## src/ga_defines.vh

```
// Function
// - Six alarms, each with its own status latch: two thermal, two voltage, two charge.
// - An alarm works only once its enable bit or detection threshold is set.
// - A disabled alarm ignores its condition; an enabled one latches it.
// - Level alarms clear their latch as soon as the condition is gone.
// - With interrupt enable set, any level latch change sets the event latch.
// - A latch already set when interrupt enable rises raises no event.
// - Event latch and attention pin clear only by a host event register read.
// - Clearing an interrupt enable leaves event latch and attention pin unchanged.
// - With no detection threshold set, clearing an alarm enable clears that alarm's status latch immediately.
// - The charge-change latch is sticky until the host writes zero to it.
// - The charge-change event is raised only on its latch rising.
// - A read clearing the charge-change event also clears its status latch.
// - The device answers as a two-wire bus target at address 7'b1010101.
// - Fast-mode transfers up to 400kb/s; the host keeps within that rate.
`ifndef GA_DEFINES_VH
`define GA_DEFINES_VH
// ==========================================================================
// Bus target address and register offsets.
`define GA_TARGET_ADDR       7'h55
`define GA_OFF_MAIN_CONTROL  8'h00
`define GA_OFF_CURRENT       8'h04
`define GA_OFF_PACK_THERMAL  8'h06
`define GA_OFF_CELL_VOLTAGE  8'h08
`define GA_OFF_STATUS_ONE    8'h0a
`define GA_OFF_STATUS_TWO    8'h0c
`define GA_OFF_REMAINING     8'h10
`define GA_OFF_FULL_CAP      8'h12
`define GA_OFF_MEAN_CURRENT  8'h14
`define GA_OFF_TIME_EMPTY    8'h16
`define GA_OFF_REVISION      8'h20
`define GA_OFF_COMP_A        8'h24
`define GA_OFF_COMP_B        8'h26
`define GA_OFF_DIE_THERMAL   8'h28
`define GA_OFF_LOOP_COUNT    8'h2a
`define GA_OFF_CHARGE_PCT    8'h2c
`define GA_OFF_HEALTH_PCT    8'h2e
`define GA_OFF_STATUS_THREE  8'h30
`define GA_OFF_EVENTS        8'h36
`define GA_OFF_DESIGN_CAP    8'h3c
`define GA_OFF_EXT_SETUP     8'h3e
`define GA_OFF_MEAN_VOLTAGE  8'h64
`define GA_OFF_MEAN_THERMAL  8'h66
// ==========================================================================
// Reset values.
`define GA_RST_ZERO          16'h0000
`define GA_RST_THERMAL       16'h0ba6
`define GA_RST_VOLTAGE       16'h0ed8
`define GA_RST_REMAINING     16'h03cf
`define GA_RST_CAPACITY      16'h079e
`define GA_RST_TIME_EMPTY    16'hffff
`define GA_RST_COMP          16'h3232
`define GA_RST_CHARGE_PCT    16'h0021
`define GA_RST_HEALTH_PCT    16'h0064
// ==========================================================================
// Alarm field layout.
`define GA_NUM_ALARMS        6
`define GA_IDX_CHARGE_CHANGE 5
`define GA_ALARM_EN_LSB      0
`define GA_IRQ_EN_LSB        8
`endif

```

## src/ga_i2c_target.v

```verilog
`include "ga_defines.vh"
module ga_i2c_target (
   input  wire       i_clk,
   input  wire       i_resetn,
   input  wire       i_scl,
   input  wire       i_sda,
   output wire       o_sda,
   output wire       o_sda_oe_n,
   output reg  [7:0] o_addr,
   output reg        o_wr,
   output reg  [7:0] o_wr_data,
   output reg        o_rd,
   input  wire [7:0] i_rd_data
);
   localparam [3:0] ST_IDLE = 4'h0, ST_DEV = 4'h1, ST_DEV_ACK = 4'h2, ST_PTR = 4'h3;
   localparam [3:0] ST_PTR_ACK = 4'h4, ST_WDAT = 4'h5, ST_WACK = 4'h6, ST_RDAT = 4'h7;
   localparam [3:0] ST_RACK = 4'h8, ST_HOLD = 4'h9;
   reg  [3:0] state;
   reg        scl_q;
   reg        sda_q;
   reg  [2:0] bit_cnt;
   reg  [7:0] shift;
   reg        sda_low;
   wire       start = i_scl & scl_q & sda_q & ~i_sda;
   wire       stop  = i_scl & scl_q & ~sda_q & i_sda;
   wire       rise  = i_scl & ~scl_q;
   wire       fall  = ~i_scl & scl_q;
   assign o_sda      = 1'b0;
   assign o_sda_oe_n = ~sda_low;
   // ========================================================================
   // Bit engine and transfer sequencing.
   always @(posedge i_clk or negedge i_resetn) begin
      if (!i_resetn) begin
         state     <= ST_IDLE;
         scl_q     <= 1'b1;
         sda_q     <= 1'b1;
         bit_cnt   <= 3'h0;
         shift     <= 8'h00;
         sda_low   <= 1'b0;
         o_addr    <= 8'h00;
         o_wr      <= 1'b0;
         o_wr_data <= 8'h00;
         o_rd      <= 1'b0;
      end else begin
         scl_q <= i_scl;
         sda_q <= i_sda;
         o_wr  <= 1'b0;
         o_rd  <= 1'b0;
         if (start) begin
            state   <= ST_HOLD;
            bit_cnt <= 3'h0;
            sda_low <= 1'b0;
         end else if (stop) begin
            state   <= ST_IDLE;
            sda_low <= 1'b0;
         end else if (rise) begin
            bit_cnt <= bit_cnt + 3'h1;
            if (state == ST_DEV || state == ST_PTR || state == ST_WDAT) begin
               shift <= {shift[6:0], i_sda};
            end
            if (state == ST_RACK && i_sda) begin
               state <= ST_IDLE;
            end
         end else if (fall) begin
            case (state)
               ST_DEV, ST_PTR, ST_WDAT: begin
                  if (bit_cnt == 3'h0) begin
                     if (state != ST_DEV || shift[7:1] == `GA_TARGET_ADDR) begin
                        sda_low <= 1'b1;
                        state   <= state + 4'h1;
                     end else begin
                        state <= ST_IDLE;
                     end
                     if (state == ST_PTR) begin
                        o_addr <= shift;
                     end
                     if (state == ST_WDAT) begin
                        o_wr      <= 1'b1;
                        o_wr_data <= shift;
                     end
                  end
               end
               ST_DEV_ACK: begin
                  bit_cnt <= 3'h0;
                  if (shift[0]) begin
                     shift   <= i_rd_data;
                     o_rd    <= 1'b1;
                     sda_low <= ~i_rd_data[7];
                     state   <= ST_RDAT;
                  end else begin
                     sda_low <= 1'b0;
                     state   <= ST_PTR;
                  end
               end
               ST_PTR_ACK: begin
                  bit_cnt <= 3'h0;
                  sda_low <= 1'b0;
                  state   <= ST_WDAT;
               end
               ST_WACK: begin
                  bit_cnt <= 3'h0;
                  sda_low <= 1'b0;
                  o_addr  <= o_addr + 8'h01;
                  state   <= ST_WDAT;
               end
               ST_RDAT: begin
                  if (bit_cnt == 3'h0) begin
                     sda_low <= 1'b0;
                     o_addr  <= o_addr + 8'h01;
                     state   <= ST_RACK;
                  end else begin
                     shift   <= {shift[6:0], 1'b0};
                     sda_low <= ~shift[6];
                  end
               end
               ST_RACK: begin
                  bit_cnt <= 3'h0;
                  shift   <= i_rd_data;
                  o_rd    <= 1'b1;
                  sda_low <= ~i_rd_data[7];
                  state   <= ST_RDAT;
               end
               ST_HOLD: begin
                  state <= ST_DEV;
               end
               default: begin
                  sda_low <= 1'b0;
               end
            endcase
         end
      end
   end
   // The pointer steps at the end of each read byte, ahead of the next fetch.
endmodule // ga_i2c_target

```

## src/ga_gauge_alert.v

```verilog
`include "ga_defines.vh"
module ga_gauge_alert #(
   // Arbitrary neutral revision value.
   parameter [15:0] REVISION = 16'h00a5
) (
   input  wire        i_clk,
   input  wire        i_resetn,
   input  wire        i_scl,
   input  wire        i_sda,
   output wire        o_sda,
   output wire        o_sda_oe_n,
   output reg         o_alert_n,
   input  wire [5:0]  i_alarm_cond,
   input  wire [5:0]  i_thresh_set,
   input  wire        i_meas_update,
   input  wire [15:0] i_current,
   input  wire [15:0] i_pack_thermal,
   input  wire [15:0] i_cell_voltage,
   input  wire [15:0] i_status_one,
   input  wire [15:0] i_status_two,
   input  wire [15:0] i_remaining,
   input  wire [15:0] i_full_cap,
   input  wire [15:0] i_mean_current,
   input  wire [15:0] i_time_empty,
   input  wire [15:0] i_die_thermal,
   input  wire [15:0] i_charge_pct,
   input  wire [15:0] i_health_pct,
   input  wire [15:0] i_mean_voltage,
   input  wire [15:0] i_mean_thermal,
   input  wire        i_loop_inc,
   output wire [15:0] o_main_control,
   output wire [15:0] o_comp_a,
   output wire [15:0] o_comp_b
);
   // ========================================================================
   // Register storage.
   reg  [15:0] main_control;
   reg  [15:0] comp_a;
   reg  [15:0] comp_b;
   reg  [15:0] loop_count;
   reg  [15:0] ext_setup;
   reg  [15:0] battery_current;
   reg  [15:0] pack_thermal;
   reg  [15:0] cell_voltage;
   reg  [15:0] status_one;
   reg  [15:0] status_two;
   reg  [15:0] remaining;
   reg  [15:0] full_cap;
   reg  [15:0] mean_current;
   reg  [15:0] time_empty;
   reg  [15:0] die_thermal;
   reg  [15:0] charge_pct;
   reg  [15:0] health_pct;
   reg  [15:0] mean_voltage;
   reg  [15:0] mean_thermal;
   reg  [5:0]  alarm_flag;
   reg  [5:0]  event_latch;
   wire [5:0]  next_flag;
   wire [5:0]  next_event;
   wire [7:0]  bus_addr;
   wire        bus_wr;
   wire [7:0]  bus_wr_data;
   wire        bus_rd;
   reg  [15:0] rd_word;
   wire [7:0]  rd_byte;
   wire [7:0]  word_addr;
   wire        hi_byte;
   assign o_main_control = main_control;
   assign o_comp_a       = comp_a;
   assign o_comp_b       = comp_b;
   assign word_addr      = {bus_addr[7:1], 1'b0};
   assign hi_byte        = bus_addr[0];
   // ========================================================================
   // Two-wire bus target.
   ga_i2c_target u_target (
      .i_clk      (i_clk),
      .i_resetn   (i_resetn),
      .i_scl      (i_scl),
      .i_sda      (i_sda),
      .o_sda      (o_sda),
      .o_sda_oe_n (o_sda_oe_n),
      .o_addr     (bus_addr),
      .o_wr       (bus_wr),
      .o_wr_data  (bus_wr_data),
      .o_rd       (bus_rd),
      .i_rd_data  (rd_byte)
   );
   // ========================================================================
   // Read data selection.
   always @* begin
      case (word_addr)
         `GA_OFF_MAIN_CONTROL: begin
            rd_word = main_control;
         end
         `GA_OFF_CURRENT: begin
            rd_word = battery_current;
         end
         `GA_OFF_PACK_THERMAL: begin
            rd_word = pack_thermal;
         end
         `GA_OFF_CELL_VOLTAGE: begin
            rd_word = cell_voltage;
         end
         `GA_OFF_STATUS_ONE: begin
            rd_word = status_one;
         end
         `GA_OFF_STATUS_TWO: begin
            rd_word = status_two;
         end
         `GA_OFF_REMAINING: begin
            rd_word = remaining;
         end
         `GA_OFF_FULL_CAP: begin
            rd_word = full_cap;
         end
         `GA_OFF_MEAN_CURRENT: begin
            rd_word = mean_current;
         end
         `GA_OFF_TIME_EMPTY: begin
            rd_word = time_empty;
         end
         `GA_OFF_REVISION: begin
            rd_word = REVISION;
         end
         `GA_OFF_COMP_A: begin
            rd_word = comp_a;
         end
         `GA_OFF_COMP_B: begin
            rd_word = comp_b;
         end
         `GA_OFF_DIE_THERMAL: begin
            rd_word = die_thermal;
         end
         `GA_OFF_LOOP_COUNT: begin
            rd_word = loop_count;
         end
         `GA_OFF_CHARGE_PCT: begin
            rd_word = charge_pct;
         end
         `GA_OFF_HEALTH_PCT: begin
            rd_word = health_pct;
         end
         `GA_OFF_STATUS_THREE: begin
            rd_word = {10'h000, alarm_flag};
         end
         `GA_OFF_EVENTS: begin
            rd_word = {10'h000, event_latch};
         end
         `GA_OFF_DESIGN_CAP: begin
            rd_word = `GA_RST_CAPACITY;
         end
         `GA_OFF_EXT_SETUP: begin
            rd_word = ext_setup;
         end
         `GA_OFF_MEAN_VOLTAGE: begin
            rd_word = mean_voltage;
         end
         `GA_OFF_MEAN_THERMAL: begin
            rd_word = mean_thermal;
         end
         default: begin
            rd_word = `GA_RST_ZERO;
         end
      endcase
   end
   assign rd_byte = hi_byte ? rd_word[15:8] : rd_word[7:0];
   // ========================================================================
   // Host-writable registers.
   always @(posedge i_clk or negedge i_resetn) begin
      if (!i_resetn) begin
         main_control <= `GA_RST_ZERO;
         comp_a       <= `GA_RST_COMP;
         comp_b       <= `GA_RST_COMP;
         loop_count   <= `GA_RST_ZERO;
         ext_setup    <= `GA_RST_ZERO;
      end else begin
         if (i_loop_inc) begin
            loop_count <= loop_count + 16'h0001;
         end
         if (bus_wr) begin
            case (word_addr)
               `GA_OFF_MAIN_CONTROL: begin
                  if (hi_byte) begin
                     main_control[15:8] <= bus_wr_data;
                  end else begin
                     main_control[7:0] <= bus_wr_data;
                  end
               end
               `GA_OFF_COMP_A: begin
                  if (hi_byte) begin
                     comp_a[15:8] <= bus_wr_data;
                  end else begin
                     comp_a[7:0] <= bus_wr_data;
                  end
               end
               `GA_OFF_COMP_B: begin
                  if (hi_byte) begin
                     comp_b[15:8] <= bus_wr_data;
                  end else begin
                     comp_b[7:0] <= bus_wr_data;
                  end
               end
               `GA_OFF_LOOP_COUNT: begin
                  if (hi_byte) begin
                     loop_count[15:8] <= bus_wr_data;
                  end else begin
                     loop_count[7:0] <= bus_wr_data;
                  end
               end
               `GA_OFF_EXT_SETUP: begin
                  if (hi_byte) begin
                     ext_setup[15:8] <= bus_wr_data;
                  end else begin
                     ext_setup[7:0] <= bus_wr_data;
                  end
               end
               default: begin
                  main_control <= main_control;
               end
            endcase
         end
      end
   end
   // ========================================================================
   // Measurement snapshots from the gauging core.
   always @(posedge i_clk or negedge i_resetn) begin
      if (!i_resetn) begin
         battery_current <= `GA_RST_ZERO;
         pack_thermal    <= `GA_RST_THERMAL;
         cell_voltage    <= `GA_RST_VOLTAGE;
         status_one      <= `GA_RST_ZERO;
         status_two      <= `GA_RST_ZERO;
         remaining       <= `GA_RST_REMAINING;
         full_cap        <= `GA_RST_CAPACITY;
         mean_current    <= `GA_RST_ZERO;
         time_empty      <= `GA_RST_TIME_EMPTY;
         die_thermal     <= `GA_RST_THERMAL;
         charge_pct      <= `GA_RST_CHARGE_PCT;
         health_pct      <= `GA_RST_HEALTH_PCT;
         mean_voltage    <= `GA_RST_VOLTAGE;
         mean_thermal    <= `GA_RST_THERMAL;
      end else if (i_meas_update) begin
         battery_current <= i_current;
         pack_thermal    <= i_pack_thermal;
         cell_voltage    <= i_cell_voltage;
         status_one      <= i_status_one;
         status_two      <= i_status_two;
         remaining       <= i_remaining;
         full_cap        <= i_full_cap;
         mean_current    <= i_mean_current;
         time_empty      <= i_time_empty;
         die_thermal     <= i_die_thermal;
         charge_pct      <= i_charge_pct;
         health_pct      <= i_health_pct;
         mean_voltage    <= i_mean_voltage;
         mean_thermal    <= i_mean_thermal;
      end
   end
   // ========================================================================
   // Alarm status and event latches.
   wire evt_read = bus_rd && bus_addr == `GA_OFF_EVENTS;
   wire flag_wr  = bus_wr && bus_addr == `GA_OFF_STATUS_THREE;
   wire cc_write_zero = flag_wr && !bus_wr_data[`GA_IDX_CHARGE_CHANGE];
   wire cc_read_clear = evt_read && event_latch[`GA_IDX_CHARGE_CHANGE];
   genvar k;
   generate
      for (k = 0; k < `GA_NUM_ALARMS; k = k + 1) begin : g_alarm
         wire enabled = ext_setup[`GA_ALARM_EN_LSB + k] | i_thresh_set[k];
         wire irq_en  = ext_setup[`GA_IRQ_EN_LSB + k];
         wire evt_set;
         if (k == `GA_IDX_CHARGE_CHANGE) begin : g_sticky
            wire clr = cc_write_zero | cc_read_clear;
            // Sticky latch; a new condition wins over a clear in the same cycle.
            assign next_flag[k] = enabled & (i_alarm_cond[k] | (alarm_flag[k] & ~clr));
            assign evt_set = irq_en & ~alarm_flag[k] & next_flag[k];
         end else begin : g_level
            assign next_flag[k] = enabled & i_alarm_cond[k];
            assign evt_set = irq_en & (alarm_flag[k] ^ next_flag[k]);
         end
         // Only a read clears the event; interrupt enable never does.
         assign next_event[k] = evt_set | (event_latch[k] & ~evt_read);
      end
   endgenerate
   always @(posedge i_clk or negedge i_resetn) begin
      if (!i_resetn) begin
         alarm_flag  <= 6'h00;
         event_latch <= 6'h00;
         o_alert_n   <= 1'b1;
      end else begin
         alarm_flag  <= next_flag;
         event_latch <= next_event;
         o_alert_n   <= ~(|next_event);
      end
   end
endmodule // ga_gauge_alert

```

## config.mk

```make
export PLATFORM = sky130hd
export DESIGN_NAME = ga_gauge_alert
export DESIGN_NICKNAME = d
export VERILOG_FILES = /design/src/ga_i2c_target.v /design/src/ga_gauge_alert.v
export VERILOG_INCLUDE_DIRS = /design/src
export SDC_FILE = /design/constraint.sdc
export NUM_CORES = 1
export LEC_CHECK = 0
export BUFFER_PORTS_ARGS = -buffer_cell sky130_fd_sc_hd__buf_4
export CORE_MARGIN = 5
export CORE_UTILIZATION = 25
export DETAILED_ROUTE_END_ITERATION = 7
export HOLD_SLACK_MARGIN = 0.15
export PLACE_DENSITY = 0.48
export RECOVER_POWER = 50
export SETUP_SLACK_MARGIN = 0.2
export SYNTH_ARGS = -nofsm -noshare
export SYNTH_HDL_FRONTEND = slang
export SYNTH_HIERARCHICAL = 1
export SYNTH_SLANG_ARGS = --single-unit
```

## constraint.sdc

```tcl
create_clock -name i_clk -period 5.3 [get_ports i_clk]
set_input_delay 0.265 -clock i_clk [delete_from_list [all_inputs] [get_ports i_clk]]
set_output_delay 0.265 -clock i_clk [all_outputs]
set_load 0.005 [all_outputs]
```

==> flow_summary.yaml <==
run_status:
  status: "finished with violations"
  violations: "max-capacitance violations, max-slew violations"
yosys:
  synth_nets: 1731
  synth.avg_cell_area_um2: 11.98
  synth_edf_count: 0
  yosys-top-cells-area: "dfrtp_1 38%, mux2_2 20%, dfstp_2 13%, a22oi_1 1.9%, nand2_1 1.8%"
  synth_seq_cells: 353
  synthArstFlopShare_pct: 100.0
  yosysUniqueCellTypes: 95
  synthFlopType: "dfrtp_1"
  netlist.area_leader.share_pct: 37.60
  ys_warn_count: 6
  ys_seq_area_share_pct: 50.51
  synth_top_area_cell: "dfrtp_1"
  synthCells: 1478
  syn_area_mm2: 0.01770
die:
  initial_utilization_pct: 25.24
  die_w_um: 276.1
  core-area_mm2: 0.07015
  num_rows: 97
  die-area_mm2: 0.07624
  ioPinCount: 293
  dieHeight_um: 276.1
power_and_ir_drop:
  p_per_area_mw_per_mm2: 395.6
  power_uw: 9666
  vdd_drop_max_mv: 0.2340
  leakagePower_uw: 0.01013
cells_and_area:
  finalInstanceArea_mm2: 0.02443
  finish.net_count: 2227
  fin_util_pct: 34.83
  syn_to_final_growth_pct: 37.99
  drive_gt1_share_pct: 39.09
  fill_cells: 7058
  regArea_mm2: 0.008945
  multiInputGateArea_mm2: 0.008152
  final_common_cell: "mux2_2"
  layout_common_cells: "307 x mux2_2, 273 x buf_4, 264 x dfrtp_1"
global_route:
  grt-ovfl-total: 0
  grt_pass1_vias: 15920
  grt_max_degree: 159
  grt_pass1_wl_um: 113100
  grt_antenna_before_repair: 3
  grt_usage_pct: 19.77
cts:
  cts_tree: "built"
  clock_latency_ps: 590
  cts-buffers-inserted: 42
  htreeDepth: 2
  cts_num_sinks: 353
  clockBufferDepth: 3
  root_buffer: "clkbuf_16"
  cts.clk_slew.worst_paths_ps: 60
  post_cts_buffers: 0
routing:
  viasPerCell: 5.062
  route.detailed.drc: 0
  drt_wl_total_um: 78220
  firstDrtPassIters: 5
  vias: 14930
  ant_nets: 0
  dr.first_iter.drc_count: 1184
  wl_per_cell_um: 26.52
setup_path:
  worstSetupStartpointType: "flop"
  crit_fanout: 23
  crit_arrival_ps: 4540
  critPathTopFamily: "compound AO/OA/AOI/OAI gates"
  crit_required_ps: 5770
  path_class: "flop to flop"
  cp_num_buf_inv: 1
  crit_path_top_delay_cell: "dfrtp_1"
  cp-end-kind: "flop"
  max_stage_delay_ps: 890
  worstPathCellList: "or3_1 -> nor2_2 -> buf_4 -> a22oi_1 -> o211ai_1 -> a222oi_1 -> a31oi_1 -> a22o_1 -> mux2_4"
sta:
  drv_slew: 166
  worst_pin_slew_ps: 3487
  rsz0062_at_grt: "no"
  slew_headroom_pct: -132.5
  layout_min_cycle_time_ps: 4069
  hold_violations: 0
  fin_skew_ps: 17.50
  final.setup.worst_slack_ps: 1231
  setup_violations: 0
  tns_ps: 0
  max_freq_mhz: 245.8
  fin_crit_sh_pct: 76.77
worst_hold_path:
  hold_path.class: "primary input to async pin"
placed_design:
  pre_cts_slack_ps: 1305
  port_buffers: 291
  dpl.hpwl_um: 57240
  dpl_cell_area_mm2: 0.02076
  gp_congestion: 0.9655
run:
  drv_cap: 2
## timing repair
action                                 CTS  global route
resized for setup                        0             0
endpoints found under the hold margin  303             0
hold buffers                           241             0
## final cells by class
class	instances	area share, %
Timing Repair Buffer	559	19.48
Multi-Input combinational cell	999	33.37
Inverter	19	0.2919
Clock inverter	10	0.3995
Tap cell	940	4.814
Sequential cell	353	36.61
Clock buffer	68	5.029
Antenna cell	1	0.01024
## metrics by stage
stage          instances  hold slack, ps
6_report            2949           240.5
3_3_place_gp        2629           270.9
3_5_place_dp        2629           276.9
4_1_cts             2948           251.7
2_1_floorplan       1478          -30.59
5_1_grt             2948           287.6
## power by group
part           internal (µW)  switching [µW]  total, µW
logic                   1250            1810       3060
registers               3050             713       3770
clock network           1600            1240       2840
## synth_stat cells, types with 5 or more instances
master	instances
inv_1	19
buf_6	7
a221oi_1	12
nor2_1	56
xor2_1	12
o31ai_1	5
nor4_1	8
and4_1	6
mux2_4	6
a22o_1	21
nor3_1	23
nand3b_1	5
a22oi_1	44
o21ai_0	41
and2_1	9
o22ai_1	12
xnor2_1	9
a211oi_1	6
a32oi_1	8
o211ai_1	7
clkbuf_1	41
nand3_1	55
mux2i_1	32
a31oi_1	17
mux2_2	308
nand4_1	7
buf_4	12
nand2_1	87
ha_1	11
buf_2	33
and3_1	9
o32ai_1	5
a21oi_1	38
nand2b_1	11
buf_1	13
nor2b_1	13
o21a_1	6
dfstp_2	87
dfrtp_1	266
o2111ai_1	7
## routing by layer
| layer | vias to the layer above | wire [µm] | GRT usage [%] |
|---|---|---|---|
| met3 | 156 | 3577 | 2.489 |
| met5 | - | 13 | 0 |
| met2 | 556 | 38960 | 34.50 |
| li1 | 6522 | - | - |
| met1 | 7691 | 32520 | 25.25 |
| met4 | 2 | 3153 | 7.082 |
## kinds of logic (layout without fill, tap and decap cells)
logic type	after synthesis	in the layout	synth area share (%)
fa+ha+maj	11	11	0.7774
xor+xnor	21	21	1.039
mux	349	349	22.29
other cells	1	2	0.02118
simple gates	332	332	10.08
compound gates	285	285	11.82
buf+inv	126	656	3.463
flops	353	353	50.51
## worst reg2reg max path: stages, from the launching register on
cell,delay (ps)
dfrtp_1,890
or3_1,760
nor2_2,300
buf_4,300
a22oi_1,170
o211ai_1,130
a222oi_1,740
a31oi_1,170
a22o_1,230
mux2_4,260
## worst paths after layout
check                                                end                      startpoint  depth (start not counted)  slack (ps)
setup / recovery           u_target/shift[4]$_DFFE_PN0P_  u_target/o_addr[6]$_DFFE_PN0P_                          9        1230
hold / removal                status_two[10]$_DFFE_PN0P_                        i_resetn                          2         240
setup reg to reg           u_target/shift[4]$_DFFE_PN0P_  u_target/o_addr[6]$_DFFE_PN0P_                          9        1230
hold reg to reg                  full_cap[5]$_DFFE_PN0P_         full_cap[5]$_DFFE_PN0P_                          1         500
max in group asynchronous      health_pct[3]$_DFFE_PN0P_                        i_resetn                          3        3010
min in group i_clk              event_latch[4]$_DFF_PN0_                 i_thresh_set[4]                          4         250
Note: power is estimated with default switching activity, not from simulation.
